File: src/rtl/sram_ctrl_params.svh
// Purpose: Offsets, field positions, reset values and cycle counts for the SRAM control slice
// Assumes: Included by bare name; definitions only
// Notes: Cycle figures are in clock cycles of aclk
`ifndef SRAM_CTRL_PARAMS_SVH
`define SRAM_CTRL_PARAMS_SVH

// Register byte offsets
`define REG_CFG_OFFSET 12'h000
`define REG_STATUS_OFFSET 12'h004
`define REG_BURST_ADDR_OFFSET 12'h008
`define REG_UNSELECT_COUNT_OFFSET 12'h00C

// Configuration fields
`define CFG_FORCE_LINEAR_BIT 0
`define CFG_SW_SLEEP_BIT 1
`define CFG_RESET_VALUE 32'h0000_0000

// Status fields
`define STATUS_SNOOZE_BIT 0
`define STATUS_IGNORED_BIT 1
`define STATUS_SELECTED_BIT 2
`define STATUS_OUT_ENABLED_BIT 3
`define STATUS_COUNT_LSB 4

// Sleep timing, in cycles
`define SLEEP_ENTRY_IGNORE_DELAY 2
`define SLEEP_EXIT_SAMPLE_DELAY 2
`define SLEEP_ENTRY_CURRENT_DELAY 2
`define SLEEP_EXIT_CURRENT_DELAY 0
`define SLEEP_PIPE_CYCLES (`SLEEP_EXIT_SAMPLE_DELAY)

// Output disable delay after unselect, in cycles
`define UNSELECT_DISABLE_CYCLES 2

`endif

File: src/rtl/sram_ctrl_pkg.sv
// Purpose: Shared types for the SRAM control slice
// Assumes: Used only through scoped names
// Notes: AXI response codes follow the published encoding
package sram_ctrl_pkg;
  typedef logic [1:0] axi_resp_t;
  typedef enum logic [1:0] {RESP_OKAY = 2'b00, RESP_SLVERR = 2'b10} resp_code_e;
  typedef enum {ORDER_INTERLEAVED, ORDER_LINEAR} burst_order_e;
endpackage

File: src/rtl/burst_link_if.sv
// Purpose: Carries burst sequencing signals between control and generator
// Assumes: Single clock domain
// Notes: Generator output is combinational from its count
`timescale 1ns/1ps
`default_nettype none
interface burst_link_if #(parameter int BURST_BITS = 2);
  logic load;
  logic advance;
  logic [BURST_BITS-1:0] base;
  sram_ctrl_pkg::burst_order_e order;
  logic [BURST_BITS-1:0] count;
  logic [BURST_BITS-1:0] next_low;
  modport ctl (output load, output advance, output base, output order,
               input count, input next_low);
  modport gen (input load, input advance, input base, input order,
               output count, output next_low);
endinterface
`default_nettype wire

File: src/rtl/burst_addr_gen.sv
// Purpose: Burst counter and low address combine for interleaved or linear order
// Assumes: load and advance never high together
// Notes: Count wraps at the burst length
`timescale 1ns/1ps
`default_nettype none
module burst_addr_gen #(
  parameter int BURST_BITS = 2
) (
  input wire logic aclk,
  input wire logic aresetn,
  burst_link_if.gen link
);
  logic [BURST_BITS-1:0] count_reg;
  logic [BURST_BITS-1:0] count_next;

  always_comb
  begin
    count_next = count_reg + {{(BURST_BITS-1){1'b0}}, 1'b1};
  end

  always_ff @(posedge aclk)
  begin
    if (!aresetn)
      count_reg <= '0;
    else if (link.load)
      count_reg <= '0;
    else if (link.advance)
      count_reg <= count_next;
  end

  assign link.count = count_reg;
  assign link.next_low = (link.order == sram_ctrl_pkg::ORDER_LINEAR) ?
                         link.base + count_next : link.base ^ count_next;
endmodule
`default_nettype wire

File: src/rtl/sync_sram_snooze_burst_ctrl.sv
// Purpose: Sleep timing, burst sequencing, deselect output disable and chip select
// Assumes: Pins synchronous to aclk; AXI4-Lite register access
// Notes: Array data path and byte-write logic live elsewhere
//
// Chosen here: the placing of the registers and the AXI4-Lite register port.
`timescale 1ns/1ps
`default_nettype none
`include "sram_ctrl_params.svh"
module sync_sram_snooze_burst_ctrl #(
  parameter int ADDR_W = 20,
  parameter int BURST_BITS = 2
) (
  input wire logic aclk,
  input wire logic aresetn,
  input wire logic sleep_request,
  input wire logic linear_burst_order_n,
  input wire logic chip_select_first_n,
  input wire logic chip_select_second,
  input wire logic chip_select_third_n,
  input wire logic addr_strobe_n,
  input wire logic burst_advance_n,
  input wire logic global_write_n,
  input wire logic byte_write_gate_n,
  input wire logic [ADDR_W-1:0] addr,
  output logic [ADDR_W-1:0] burst_addr,
  output logic data_out_en_n,
  output logic snooze,
  output logic inputs_ignored,
  input wire logic [11:0] s_axi_awaddr,
  input wire logic s_axi_awvalid,
  output logic s_axi_awready,
  input wire logic [31:0] s_axi_wdata,
  input wire logic [3:0] s_axi_wstrb,
  input wire logic s_axi_wvalid,
  output logic s_axi_wready,
  output logic [1:0] s_axi_bresp,
  output logic s_axi_bvalid,
  input wire logic s_axi_bready,
  input wire logic [11:0] s_axi_araddr,
  input wire logic s_axi_arvalid,
  output logic s_axi_arready,
  output logic [31:0] s_axi_rdata,
  output logic [1:0] s_axi_rresp,
  output logic s_axi_rvalid,
  input wire logic s_axi_rready
);
  localparam int PIPE = `SLEEP_PIPE_CYCLES;

  burst_link_if #(.BURST_BITS(BURST_BITS)) link ();
  logic [31:0] cfg_reg, unselect_count_reg;
  logic [PIPE-1:0] sleep_pipe_reg;
  logic snooze_reg, ignored_reg, selected_reg;
  logic [ADDR_W-1:0] addr_cap_reg, burst_addr_reg;
  logic [BURST_BITS-1:0] start_low_reg;
  logic read_q1_reg, unsel_q1_reg, oe_n_reg;
  logic sleep_eff, accept, sel_now, start_sel, unselect_command, adv_sel, read_start;
  logic awready_reg, wready_reg, aw_held_reg, w_held_reg;
  logic bvalid_reg, arready_reg, rvalid_reg, read_hit;
  logic [11:0] awaddr_reg;
  logic [31:0] wdata_reg, rdata_reg, read_mux, cfg_next;
  logic [3:0] wstrb_reg;
  sram_ctrl_pkg::axi_resp_t bresp_reg, rresp_reg;

  // Pin request or software request both put the slice to sleep
  assign sleep_eff = sleep_request | cfg_reg[`CFG_SW_SLEEP_BIT];
  // Inputs honoured only once the sleep pipe has drained
  assign accept = ~|sleep_pipe_reg;
  assign sel_now = !chip_select_first_n && chip_select_second && !chip_select_third_n;
  assign start_sel = accept && !addr_strobe_n && sel_now;
  assign unselect_command = accept && !addr_strobe_n && !sel_now;
  assign adv_sel = accept && addr_strobe_n && !burst_advance_n && sel_now;
  assign read_start = start_sel && global_write_n && byte_write_gate_n;

  assign link.load = start_sel;
  assign link.advance = adv_sel;
  assign link.base = start_low_reg;
  // Floating order pin is pulled high, giving interleaved order
  assign link.order = (!linear_burst_order_n || cfg_reg[`CFG_FORCE_LINEAR_BIT]) ?
                      sram_ctrl_pkg::ORDER_LINEAR : sram_ctrl_pkg::ORDER_INTERLEAVED;

  burst_addr_gen #(.BURST_BITS(BURST_BITS)) u_gen (
    .aclk(aclk),
    .aresetn(aresetn),
    .link(link)
  );

  // Sleep request pipeline; its length sets the resume delay, while ignoring starts one edge after the request
  always_ff @(posedge aclk)
  begin
    if (!aresetn)
      sleep_pipe_reg <= '0;
    else
      sleep_pipe_reg <= {sleep_pipe_reg[PIPE-2:0], sleep_eff};
  end

  // Snooze follows the request one cycle later, both on entry and on exit
  always_ff @(posedge aclk)
  begin
    if (!aresetn)
    begin
      snooze_reg <= 1'b0;
      ignored_reg <= 1'b0;
    end
    else
    begin
      snooze_reg <= sleep_eff;
      ignored_reg <= ~(~|{sleep_pipe_reg[PIPE-2:0], sleep_eff});
    end
  end

  // Address and selection capture; held while asleep
  always_ff @(posedge aclk)
  begin
    if (!aresetn)
    begin
      addr_cap_reg <= '0;
      selected_reg <= 1'b0;
    end
    else if (accept)
    begin
      addr_cap_reg <= addr;
      selected_reg <= sel_now;
    end
  end

  // Start bits kept apart: interleave needs them, not the running address; sleep clears nothing
  always_ff @(posedge aclk)
  begin
    if (!aresetn)
    begin
      burst_addr_reg <= '0;
      start_low_reg <= '0;
    end
    else if (start_sel)
    begin
      burst_addr_reg <= addr;
      start_low_reg <= addr[BURST_BITS-1:0];
    end
    else if (adv_sel)
      burst_addr_reg[BURST_BITS-1:0] <= link.next_low;
  end

  // Double-cycle deselect: disable lands on the second edge after unselect
  always_ff @(posedge aclk)
  begin
    if (!aresetn)
    begin
      read_q1_reg <= 1'b0;
      unsel_q1_reg <= 1'b0;
      oe_n_reg <= 1'b1;
    end
    else
    begin
      read_q1_reg <= read_start;
      unsel_q1_reg <= unselect_command;
      if (unsel_q1_reg)
        oe_n_reg <= 1'b1;
      else if (read_q1_reg)
        oe_n_reg <= 1'b0;
    end
  end

  always_ff @(posedge aclk)
  begin
    if (!aresetn)
      unselect_count_reg <= 32'h0000_0000;
    else if (unselect_command)
      unselect_count_reg <= unselect_count_reg + 32'h0000_0001;
  end

  // AXI write address and data are taken independently
  always_ff @(posedge aclk)
  begin
    if (!aresetn)
    begin
      awready_reg <= 1'b0;
      aw_held_reg <= 1'b0;
      awaddr_reg <= 12'h000;
    end
    else if (s_axi_awvalid && awready_reg)
    begin
      aw_held_reg <= 1'b1;
      awaddr_reg <= s_axi_awaddr;
      awready_reg <= 1'b0;
    end
    else if (aw_held_reg && w_held_reg && !bvalid_reg)
      aw_held_reg <= 1'b0;
    else if (!aw_held_reg && !bvalid_reg)
      awready_reg <= 1'b1;
  end

  always_ff @(posedge aclk)
  begin
    if (!aresetn)
    begin
      wready_reg <= 1'b0;
      w_held_reg <= 1'b0;
      wdata_reg <= 32'h0000_0000;
      wstrb_reg <= 4'h0;
    end
    else if (s_axi_wvalid && wready_reg)
    begin
      w_held_reg <= 1'b1;
      wdata_reg <= s_axi_wdata;
      wstrb_reg <= s_axi_wstrb;
      wready_reg <= 1'b0;
    end
    else if (aw_held_reg && w_held_reg && !bvalid_reg)
      w_held_reg <= 1'b0;
    else if (!w_held_reg && !bvalid_reg)
      wready_reg <= 1'b1;
  end

  always_comb
  begin
    cfg_next = cfg_reg;
    // Only the low two bits hold live bits
    if (wstrb_reg[0])
      cfg_next[7:0] = wdata_reg[7:0];
    cfg_next[31:2] = 30'h0;
  end

  // Only the configuration word is writable; others answer SLVERR
  always_ff @(posedge aclk)
  begin
    if (!aresetn)
    begin
      cfg_reg <= `CFG_RESET_VALUE;
      bvalid_reg <= 1'b0;
      bresp_reg <= sram_ctrl_pkg::RESP_OKAY;
    end
    else if (aw_held_reg && w_held_reg && !bvalid_reg)
    begin
      bvalid_reg <= 1'b1;
      if (awaddr_reg[11:2] == 10'(`REG_CFG_OFFSET >> 2))
      begin
        cfg_reg <= cfg_next;
        bresp_reg <= sram_ctrl_pkg::RESP_OKAY;
      end
      else
        bresp_reg <= sram_ctrl_pkg::RESP_SLVERR;
    end
    else if (bvalid_reg && s_axi_bready)
      bvalid_reg <= 1'b0;
  end

  always_comb
  begin
    read_mux = 32'h0000_0000;
    read_hit = 1'b1;
    case (s_axi_araddr[11:2])
      10'(`REG_CFG_OFFSET >> 2):
        read_mux = cfg_reg;
      10'(`REG_STATUS_OFFSET >> 2):
      begin
        read_mux[`STATUS_SNOOZE_BIT] = snooze_reg;
        read_mux[`STATUS_IGNORED_BIT] = ignored_reg;
        read_mux[`STATUS_SELECTED_BIT] = selected_reg;
        read_mux[`STATUS_OUT_ENABLED_BIT] = !oe_n_reg;
        read_mux[`STATUS_COUNT_LSB +: BURST_BITS] = link.count;
      end
      10'(`REG_BURST_ADDR_OFFSET >> 2):
        read_mux[ADDR_W-1:0] = burst_addr_reg;
      10'(`REG_UNSELECT_COUNT_OFFSET >> 2):
        read_mux = unselect_count_reg;
      default:
        read_hit = 1'b0;
    endcase
  end

  always_ff @(posedge aclk)
  begin
    if (!aresetn)
    begin
      arready_reg <= 1'b0;
      rvalid_reg <= 1'b0;
      rdata_reg <= 32'h0000_0000;
      rresp_reg <= sram_ctrl_pkg::RESP_OKAY;
    end
    else if (s_axi_arvalid && arready_reg)
    begin
      arready_reg <= 1'b0;
      rvalid_reg <= 1'b1;
      rdata_reg <= read_mux;
      rresp_reg <= read_hit ? sram_ctrl_pkg::RESP_OKAY : sram_ctrl_pkg::RESP_SLVERR;
    end
    else if (rvalid_reg && s_axi_rready)
      rvalid_reg <= 1'b0;
    else if (!rvalid_reg)
      arready_reg <= 1'b1;
  end

  assign burst_addr = burst_addr_reg;
  assign data_out_en_n = oe_n_reg;
  assign snooze = snooze_reg;
  assign inputs_ignored = ignored_reg;
  assign s_axi_awready = awready_reg;
  assign s_axi_wready = wready_reg;
  assign s_axi_bvalid = bvalid_reg;
  assign s_axi_bresp = bresp_reg;
  assign s_axi_arready = arready_reg;
  assign s_axi_rvalid = rvalid_reg;
  assign s_axi_rdata = rdata_reg;
  assign s_axi_rresp = rresp_reg;
endmodule
`default_nettype wire

File: config.mk
export PLATFORM = sky130hd
export DESIGN_NAME = sync_sram_snooze_burst_ctrl
export DESIGN_NICKNAME = d
export VERILOG_FILES = /design/src/rtl/sram_ctrl_pkg.sv /design/src/rtl/burst_link_if.sv /design/src/rtl/burst_addr_gen.sv /design/src/rtl/sync_sram_snooze_burst_ctrl.sv
export VERILOG_INCLUDE_DIRS = /design/src /design/src/rtl
export SDC_FILE = /design/constraint.sdc
export NUM_CORES = 1
export LEC_CHECK = 0
export BUFFER_PORTS_ARGS = -buffer_cell sky130_fd_sc_hd__buf_2
export CAP_MARGIN = 20
export CORE_MARGIN = 3
export CORE_UTILIZATION = 51
export DETAILED_ROUTE_END_ITERATION = 7
export PLACE_DENSITY_LB_ADDON = 0.25
export SLEW_MARGIN = 5
export SYNTH_ARGS = -nofsm -noshare
export SYNTH_HDL_FRONTEND = slang
export SYNTH_SLANG_ARGS = --single-unit
File: constraint.sdc
create_clock -name aclk -period 2.3 [get_ports aclk]
set_input_delay 0.46 -clock aclk [delete_from_list [all_inputs] [get_ports aclk]]
set_output_delay 0.46 -clock aclk [all_outputs]
set_load 0.005 [all_outputs]
After elaboration in Yosys (flattened, before gate mapping)
Index checks and enable logic that the tools add are counted.
{"block": "op_classes", "muxes": 17, "n_reduce_logical": 50, "n_bitwise": 6, "n_eq_ne": 4, "add_sub_neg": 3}
{"cell": "adder 32 x 1 -> 32 bit, second input constant", "n": 1}
{"cell": "case mux 14 bit (2 select lines)", "n": 1}
{"cell": "case mux 6 bit (4 select lines)", "n": 1}
{"cell": "equality test 10 x 2 -> 1 bit, second input constant", "n": 2}
{"cell": "logical NOT 10 bit", "n": 2}
{"cell": "logical AND 1 bit", "n": 19}
{"cell": "OR reduction 2 bit", "n": 7}
{"cell": "two-way mux 12 bit", "n": 1}
{"cell": "logical NOT 1 bit", "n": 11}
{"cell": "equality test 10 x 1 -> 1 bit, second input constant", "n": 1}
{"cell": "two-way mux 2 bit", "n": 5}
{"cell": "nonzero test 2 bit", "n": 5}
{"cell": "two-way mux 1 bit", "n": 9}
{"cell": "AND reduction 2 bit", "n": 3}
{"cell": "NOT 1 bit", "n": 4}
{"cell": "OR reduction 4 bit", "n": 1}
{"cell": "AND reduction 3 bit", "n": 1}
{"cell": "adder 2 x 1 -> 2 bit, second input constant", "n": 1}
{"cell": "adder 2 bit", "n": 1}
{"cell": "bitwise XOR 2 bit", "n": 1}
{"cell": "equality test 1 bit, second input constant", "n": 1}
{"cell": "logical OR 1 bit", "n": 1}
{"cell": "bitwise OR 1 bit", "n": 1}
{"block": "word_totals", "ff_bits": 124, "in_bits": 96, "word_cells": 106}

Depth between registers and ports, before layout
Gate-level depths: netlist (run 1).
{"block": "logic_depth", "depth_word": 7, "mapped_depth": 7}

Cells and area by module
Synthesis (run 1) repeated with hierarchy kept, for this count alone.
{"block": "unflattened", "hier_cells": 577, "hier_area_um2": 5054.8}
{"module": "sync_sram_snooze_burst_ctrl", "area_each_um2": 4835.9, "cells_each": 552, "instances": 1}
{"module": "burst_addr_gen", "area_each_um2": 219.0, "cells_each": 25, "instances": 1}

Worst setup path after synthesis (run 1)
No wires, ideal clock.
{"block": "synth_path", "path_kind": "input -> register", "from": "input port addr_strobe_n", "to": "register unselect_count_reg[29]", "stages": 5, "arrival_time_ns": 2.057, "required_ns": 2.230, "n_path_buf": 1, "setup_slack_ns": 0.172, "cell_sequence": "or3_4 > or4_1 > buf_2 > or4_1 > a21oi_1"}
{"block": "synth_between", "elab_chain_cells": 3}
{"item": "from (decl)", "line": "sync_sram_snooze_burst_ctrl.sv:20", "text": "input wire logic addr_strobe_n,"}
{"item": "logical NOT 1 bit", "line": "sync_sram_snooze_burst_ctrl.sv:70", "text": "assign unselect_command = accept && !addr_strobe_n && !sel_now;"}
{"item": "logical AND 1 bit (2 in a row)", "line": "sync_sram_snooze_burst_ctrl.sv:70"}
{"item": "to (signal assigned)", "line": "sync_sram_snooze_burst_ctrl.sv:168", "text": "unselect_count_reg <= unselect_count_reg + 32'h0000_0001;"}
{"item": "to (decl)", "line": "sync_sram_snooze_burst_ctrl.sv:50", "text": "logic [31:0] cfg_reg, unselect_count_reg;"}
No other way between the ends.
A chain may end at the register's enable or synchronous reset.

Worst setup path in the final report (run 1)
{"block": "layout_path", "from": "register sleep_pipe_reg[1]", "to": "register unselect_count_reg[31]"}
{"block": "layout_between", "elab_chain_cells": 4}
{"item": "from (decl)", "line": "sync_sram_snooze_burst_ctrl.sv:51", "text": "logic [PIPE-1:0] sleep_pipe_reg;"}
{"item": "from (signal assigned)", "line": "sync_sram_snooze_burst_ctrl.sv:93", "text": "sleep_pipe_reg <= {sleep_pipe_reg[PIPE-2:0], sleep_eff};"}
{"item": "OR reduction 2 bit", "line": "sync_sram_snooze_burst_ctrl.sv:67", "text": "assign accept = ~|sleep_pipe_reg;"}
{"item": "logical NOT 1 bit", "line": "sync_sram_snooze_burst_ctrl.sv:67"}
{"item": "logical AND 1 bit (2 in a row)", "line": "sync_sram_snooze_burst_ctrl.sv:70"}
No other way between the ends.

==> metrics, run 1 <==
synthesized area 0.004936 mm2; die height 104.4 um; Overflow after GRT 0; Clock Sinks 119; fraction of synthesized area in multiplexers 2.611%; Lkg Pwr 2.550 nW; Yosys reg bits 119; post-layout net count 812; Peak Freq 0.4689 GHz; crit path to unselect_count_reg[31]; actual slew at the worst max-slew pin 0.7838 ns; critical path class reg2reg; Post-Synthesis Cells 590; row cnt 35; Hold Fails Final Rpt 0; max cap viols 0; P&R area growth vs syn 28.85%; hold path depth 3; Synth Area in Adders 0.5070%; Netlist cell types 50; clock skew 0.007101 ns; part of the Yosys area used for sequential elements 48.26%; crit start category flop; maximum vdd drop 446.9 uV; antenna viol nets, final 0; Final setup violation count 0; root buffer cell clkbuf_8; vias in the first global route 4612; commonest non-fill, non-tap cells in the layout 120 x buf_2, 119 x dfxtp_1, 98 x nand2_1; DRT Pass-1 Iters 4; worst setup path startpoint sleep_pipe_reg[1]; Avg Inst Size Synth 8.366 um2; largest family of logic cells by synthesized area simple AND/OR/NAND/NOR gates; initial antenna violation count 0; worst hold path type in2reg; Post-CTS Hold Buffers 0; Synth Area in Compound Gates 17.57%; clk slew on worst S/H paths 0.06 ns; Post-DP Area 0.005771 mm2; Post-Synth Simple-Gate Area 24.64%; ANT cells 0; prevailing post-synth register cell dfxtp_1; initial core utilization 52.92%; period utilization 92.71%; CP arrival 2.58 ns; top-level I/O count 160; largest net degree at the start of global routing 48; FFs w/ async S/R, synth 0%; Cell Pwr Density 794.4 mW/mm2; YS warnings 0; CTS tree built; vias after detailed routing 4786; Crit. End Element flop; port bufs 120; first-pass GRT wire length 21850 um; cells resized by post-CTS repair 0; total CTS buffers 17; xor and xnor area share after synthesis 2.129%; number of synthesized flops with an enable pin 0; DRT Wirelength 13170 um; CTS max path bufs 2; maximum fanout along the worst path 8; wire per inst 15.38 um; worst slack, placed -0.08114 ns; postcts setup bufs 0; clk_lat worst skew 0.51 ns; design area 0.006360 mm2; Final Wtd Congestion 0.8484; DRT iter0 DRCs 258; CP required 2.74 ns; htree depth 4; Slew Viols, Final 0; Worst R2R Path Depth 4; most common cell after layout, fill and taps aside buf_2; CORE AREA 0.009328 mm2; R2R Path End unselect_count_reg[31]; die area 0.01090 mm2; worst flop-to-flop path startpoint sleep_pipe_reg[1]; setup ws final 0.1676 ns; share of cells above drive strength 1 26.00%; final HPWL from detailed placement 8975 um; RSZ-0062 raised after global routing no; Relative slew margins 47.63%; GR Util All Layers 24.38%; R2R setup slack 0.17 ns; status completed; post-layout min period 2.132 ns; Remaining DRCs 0; vias per inst 5.591; Chip Width 104.4 um
==> final cells by class <==
type | instances | area, um2
Clock buffer | 19 | 441.7
Clock inverter | 13 | 147.6
Fill cell | 777 | 2968
Inverter | 12 | 45.04
Multi-Input combinational cell | 419 | 2356
Sequential cell | 119 | 2382
Tap cell | 129 | 161.4
Timing Repair Buffer | 145 | 825.8
==> worst min path at each step <==
stage / from / end
floorplan: unsel_q1_reg / data_out_en_n
global placement: unsel_q1_reg / data_out_en_n
detailed placement: unsel_q1_reg / data_out_en_n
CTS: global_write_n / read_q1_reg
global route: global_write_n / read_q1_reg
finish: global_write_n / read_q1_reg
==> kinds of logic (layout without fill, tap and decap cells) <==
| group | Yosys count | after routing |
|---|---|---|
| AND/OR/NAND/NOR | 247 | 247 |
| AO/OA/AOI/OAI | 146 | 146 |
| flip-flops | 119 | 119 |
| buffers and inverters | 53 | 189 |
| XOR/XNOR | 12 | 12 |
| multiplexers | 10 | 10 |
| adder cells (fa/ha/maj) | 2 | 2 |
| other | 1 | 2 |
==> power breakdown <==
group / switching (mW) / internal, mW / total [mW]
sequential: 0.0389 / 2.12 / 2.16
clock: 0.983 / 1.61 / 2.59
combinational: 0.175 / 0.131 / 0.306
==> layer usage <==
| metal | wire, um | share of wire [%] | global-route usage [%] | vias up |
|---|---|---|---|---|
| met3 | 777 | 5.9 | 5.214 | 13 |
| met5 | 0 | 0 | 0 | - |
| li1 | - | - | - | 2354 |
| met1 | 5847 | 44 | 31.74 | 2260 |
| met4 | 134 | 1.0 | 8.167 | 0 |
| met2 | 6410 | 49 | 40.18 | 159 |
==> Yosys cell counts, types with 2 or more instances <==
library cell    n  area (um2)
nand2_1        98       367.9
xnor2_1         5       43.79
xor2_1          7       61.31
nand2b_1        5       31.28
mux2_2          3       33.78
or4_1          19       142.6
a22o_1          3       26.28
or3_1           6       37.54
nor3_1          5       25.02
nor2_1         42       157.7
and3_1          4       25.02
a21oi_1        76       380.4
mux4_2          2       45.04
buf_1           4       15.01
a221oi_1       14       122.6
o21ai_0        23       115.1
buf_4           2       15.01
and2_1          6       37.54
nor4_1          7       43.79
nand4_1        10       62.56
nand3_1        29       145.1
inv_1          11       41.29
o31ai_1        16       120.1
nor2b_1         3       18.77
clkbuf_1       34       127.6
dfxtp_1       119        2382
a31oi_1         2       12.51
and4_1          4       35.03
mux2i_1         5       50.05
ha_1            2       25.02
a22oi_1         5       37.54
==> per-stage QoR <==
| step | total power [mW] | utilization [%] | TNS [ns] | hold WS [ns] | cells |
|---|---|---|---|---|---|
| after floorplan | 2.354 | - | 0 | 0.3945 | 591 |
| after detailed placement | 2.502 | 61.86 | -0.1168 | 0.4278 | 824 |
| after global placement | 2.489 | 61.86 | -0.02371 | 0.4131 | 824 |
| final | 5.053 | 68.18 | 0 | 0.1764 | 856 |
| after global routing | 5.218 | 68.18 | 0 | 0.1696 | 856 |
| after CTS | 5.082 | 68.18 | 0 | 0.1548 | 856 |
==> worst max-delay path: stages, from the launching register on <==
cell and delay [ns]:
dfxtp_1 0.36, or3_4 0.35, or4_1 0.67, or4_1 0.53
a21oi_1 0.16
Note: power is estimated with default switching activity, not from simulation.
==> inputs of run 2 (changes only) <==
ABC_AREA = 1   (was unset)
CORE_UTILIZATION = 52   (was 51)
==> run 2 against run 1 <==
Clock power increased by 8.5%. Critical path depth rose by 4. Critical endpoint is now unselect_count_reg[30]. Final area is 6.2% higher. Fmax up 23%. Wire length is 6.0% higher. Flip-flop and latch count unchanged.
==> metrics, run 2 <==
status completed; number of synthesized flops with an enable pin 0; Netlist cell types 35; postcts setup bufs 0; maximum fanout along the worst path 5; clk slew on worst S/H paths 0.06 ns; initial antenna violation count 0; commonest non-fill, non-tap cells in the layout 166 x nand2_1, 151 x nor2_1, 120 x buf_2; Cell Pwr Density 783.8 mW/mm2; part of the Yosys area used for sequential elements 43.84%; Clk network pwr share 53.1%; DRT Wirelength 13960 um; CP required 2.71 ns; Hold Fails Final Rpt 0; Relative slew margins 55.95%; wire per inst 13.36 um; crit start category flop; Pint 4.041 mW; Buf/Inv on CP 1; total CTS buffers 17; top-level I/O count 160; max cap viols 0; GR Util All Layers 24.76%; largest area contributor in the netlist dfxtp_1; row cnt 36; CP arrival 2.14 ns; P_sw 1.254 mW; most used cell, CP nor2_1; post-layout min period 1.729 ns; RSZ-0062 raised after global routing no; Cell Chain, Critical Path ha_1, inv_1, nor2_1, nand2_1, nor2_4, nand4_1, o21ai_1, nor2_1; Post-Synthesis Cells 781; YS warnings 0; CORE AREA 0.009955 mm2; combinational share of power 5.9%; P&R area growth vs syn 24.32%; Final Wtd Congestion 0.8769; Clock Sinks 119; slowest CP cell dfxtp_1; clock skew 0.008301 ns; prevailing post-synth register cell dfxtp_1; Final setup violation count 0; total power 5.295 mW; DRT iter0 DRCs 339; antenna viol nets, final 0; largest cells by area after synthesis dfxtp_1 44%, nand2_1 11%, nor2_1 10%; actual slew at the worst max-slew pin 0.6557 ns; Lkg Pwr 3.073 nW; crit-path max cell delay 0.44 ns; CP delay by family, top simple AND/OR/NAND/NOR gates; synthesized area 0.005434 mm2; maximum vdd drop 430.6 uV; DRT Pass-1 Iters 5; cells resized by post-CTS repair 0; vias in the first global route 5156; Yosys reg bits 119; Net Sw Frac 23.68%; post-layout net count 997; Setup TNS Final 0 ns; most common cell after layout, fill and taps aside nand2_1; period utilization 75.16%; largest net degree at the start of global routing 43; Sequential Power Share 41.0%; clk_lat worst skew 0.52 ns; count leader, synth nand2_1; Peak Freq 0.5785 GHz; Overflow after GRT 0; Avg Inst Size Synth 6.958 um2; critical path class reg2reg; share of cells above drive strength 1 22.04%; root buffer cell clkbuf_8; Post-synth top cells 166 x nand2_1, 151 x nor2_1, 119 x dfxtp_1; Remaining DRCs 0; CTS tree built; die height 108.2 um; FFs w/ async S/R, synth 0%; vias per inst 5.159; final HPWL from detailed placement 10290 um; Post-CTS Hold Buffers 0; Slew Viols, Final 0; Chip Width 108.2 um; vias after detailed routing 5391; CTS max path bufs 2; first-pass GRT wire length 23290 um; Worst Hold Slack 0.1605 ns; die area 0.01171 mm2; Crit. End Element flop; port bufs 120; top-area cell type share of the netlist area 43.84%; worst hold path type in2reg; htree depth 4; ANT cells 0; initial core utilization 54.59%
[run 2: cell types whose count changed in the layout (fill, tap and decap cells not counted), moves of 14 or more]
cell,before,now
o21ai_0,23,47
nand2_1,98,166
o21ai_1,1,15
nor2_1,42,151
a221oi_1,14,0
nand3_1,29,70
or4_1,19,0
o31ai_1,16,0
inv_1,11,75
a21oi_1,76,19
[run 2: power by group through the flow]
| stage | clock, mW | sequential, mW | combinational [mW] |
|---|---|---|---|
| after global routing | 2.92 | 2.18 | 0.354 |
| after floorplan | 0 | 2.21 | 0.182 |
| final | 2.81 | 2.17 | 0.312 |
| after detailed placement | 0 | 2.21 | 0.312 |
| after global placement | 0 | 2.21 | 0.303 |
| after CTS | 2.84 | 2.17 | 0.314 |
[run 2: per-layer routing]
layer	track usage (%)	share of wire, %
met1	31.60	44
met2	41.07	47
met3	6.388	7.4
met4	7.845	1.8
met5	0	0
[run 2: logic make-up after synthesis]
| kind of cell | synth area share (%) |
|---|---|
| AND/OR/NAND/NOR | 36.33 |
| flip-flops | 43.84 |
| buffers and inverters | 8.151 |
| AO/OA/AOI/OAI | 10.34 |
| XOR/XNOR | 0.8060 |
| adder cells (fa/ha/maj) | 0.4604 |
| other | 0.06901 |
[run 2: final timing paths]
kind | from | endpoint | slack, ns | cells after the start
worst max-delay path | unselect_count_reg[0] | unselect_count_reg[30] | 0.57 | 8
worst min-delay path | addr[10] | burst_addr[10] | 0.16 | 3
worst max register to register | unselect_count_reg[0] | unselect_count_reg[30] | 0.57 | 8
worst min register to register | read_q1_reg | data_out_en_n | 0.41 | 1
[run 2: through the flow]
stage | cells | utilization, % | setup slack (ns) | cell area (um2)
6_report | 1045 | 67.86 | 0.5714 | 6755
5_1_grt | 1045 | 67.86 | 0.4104 | 6755
4_1_cts | 1045 | 67.86 | 0.6153 | 6755
3_5_place_dp | 1013 | 61.55 | 0.2900 | 6127
3_3_place_gp | 1013 | 61.55 | 0.3490 | 6127
2_1_floorplan | 782 | - | 0.8910 | 5438
[run 2: tightest hold or removal path, delay by kind of cell]
| kind | cells | cell delay (ns) |
|---|---|---|
| buffers and inverters | 1 | 0.07 |
| AND/OR/NAND/NOR | 2 | 0.11 |
[run 2: area by class of cell]
cell class / count / area [um2]
Fill cell: 831 / 3199
Clock inverter: 15 / 214.0
Sequential cell: 119 / 2382
Timing Repair Buffer: 129 / 668.1
Multi-Input combinational cell: 553 / 2613
Inverter: 79 / 297.8
Clock buffer: 17 / 414.1
Tap cell: 133 / 166.4
==> inputs of run 3 (changes only) <==
clock period = 1.7 ns   (was 2.3 ns; I/O delays follow)
==> run 3 against run 2 <==
Critical path depth unchanged. Wire length rose by 0.57%. Setup slack lost 0.39 ns. Clock power grew 29%. Final area grew 1.9%. Register-to-register slack got worse by 0.39 ns. Core utilization increased by 1.3 points. Clock-buffer cell count rose by 4. Non-clock buffer count up 12. Power rose by 32%. Global-route usage is 0.31 points higher. Die area stayed put. Critical path type unchanged.
==> metrics, run 3 (synthesized netlist as in run 2, its figures left out) <==
status completed; vias after detailed routing 5446; die height 108.2 um; initial core utilization 54.59%; Slew Viols, Final 0; CORE AREA 0.009955 mm2; die area 0.01171 mm2; DRT iter0 DRCs 318; Post-CTS Hold Buffers 0; Peak Freq 0.6567 GHz; htree depth 4; CTS tree built; top-level I/O count 160; post-layout min period 1.523 ns; P&R area growth vs syn 26.66%; port bufs 120; max cap viols 0; maximum fanout along the worst path 4; antenna viol nets, final 0; row cnt 36; Hold Fails Final Rpt 0; total CTS buffers 17; final HPWL from detailed placement 10290 um; clk_lat worst skew 0.52 ns; Clock Sinks 119; Relative slew margins 64.61%; CP arrival 1.94 ns; actual slew at the worst max-slew pin 0.5268 ns; initial antenna violation count 0; CTS max path bufs 2; utilization after layout 69.14%; worst hold path type in2reg; root buffer cell clkbuf_8; ANT cells 0; most common cell after layout, fill and taps aside nand2_1; DRT Pass-1 Iters 5; vias in the first global route 5096; clk slew on worst S/H paths 0.06 ns; crit start category flop; period utilization 89.58%; wire per inst 13.28 um; critical path class reg2reg; Remaining DRCs 0; Crit. End Element flop; share of cells above drive strength 1 23.38%; total power 7.010 mW; Cell Pwr Density 1018 mW/mm2; clock skew 0.009454 ns; vias per inst 5.152; maximum vdd drop 544.2 uV; Lkg Pwr 3.126 nW; GR Util All Layers 25.07%; post-layout net count 1009; Layout fillers 872; largest net degree at the start of global routing 75; Chip Width 108.2 um; RSZ-0062 raised after global routing no; Setup TNS Final 0 ns; Overflow after GRT 0; CP required 2.11 ns; DRT Wirelength 14040 um; Final Wtd Congestion 0.8967; first-pass GRT wire length 23270 um; Final setup violation count 0; commonest non-fill, non-tap cells in the layout 166 x nand2_1, 149 x nor2_1, 120 x buf_2
[run 3: changes by cell type in the layout (fill, tap and decap cells not counted), sizes merged]
| cell | change |
|---|---|
| clkbuf | +4 |
| buf | +12 |
| inv | -7 |
| clkinvlp | +3 |
| bufinv | -1 |
| clkinv | +1 |
[run 3: worst max-delay path: stages, from the launching register on]
cell and delay, ns:
dfxtp_2 0.36, ha_2 0.21, nand3_2 0.14, nor2_1 0.13, nand3_1 0.09, nor2_2 0.17
nand3_1 0.15, nor2_1 0.12, nor2_1 0.05
[run 3: metal layers]
layer,vias to the layer above,track usage [%],part of all wire (%)
li1,2760,-,-
met1,2474,32.05,44
met2,196,41.16,48
met3,16,6.448,6.6
met4,0,8.747,1.0
met5,-,0,0
[run 3: area by class of cell]
type | instances | area, um2 | share of cell area [%]
timing repair buffer | 141 | 808.3 | 11.74
multi-input combinational | 553 | 2620 | 38.07
sequential | 119 | 2384 | 34.63
clock inverter | 11 | 147.6 | 2.145
clock buffer | 21 | 459.2 | 6.672
inverter | 79 | 297.8 | 4.326
tap | 133 | 166.4 | 2.418
[run 3: per-stage QoR]
stage | hold WS (ns) | cell area [um2] | setup WS, ns | instances
after global placement | 0.3964 | 6260 | 0.1103 | 1024
after floorplan | 0.3882 | 5438 | 0.2958 | 782
after CTS | 0.02389 | 6867 | 0.06066 | 1056
after global routing | 0.02513 | 6883 | 0.03519 | 1057
after detailed placement | 0.4174 | 6260 | 0.07631 | 1024
final | 0.04508 | 6883 | 0.1772 | 1057
[run 3: path summary, 6_finish.rpt]
| check | startpoint | endpoint | slack [ns] | cells past startpoint |
|---|---|---|---|---|
| min reg2reg | read_q1_reg | data_out_en_n | 0.42 | 1 |
| min | addr[10] | burst_addr[10] | 0.05 | 3 |
| max reg2reg | unselect_count_reg[0] | unselect_count_reg[20] | 0.18 | 8 |
| max | unselect_count_reg[0] | unselect_count_reg[20] | 0.18 | 8 |
[run 3: repair_timing]
| item | CTS | global route |
|---|---|---|
| endpoints found under the setup margin | 0 | 7 |
| buffers inserted | 0 | 1 |
| resized for setup | 0 | 4 |
| hold endpoints to repair | 0 | 0 |
[run 3: where the power goes]
group,internal [mW],switching [mW],total [mW]
combinational,0.191,0.256,0.448
clock,2.35,1.28,3.63
sequential,2.88,0.0567,2.93
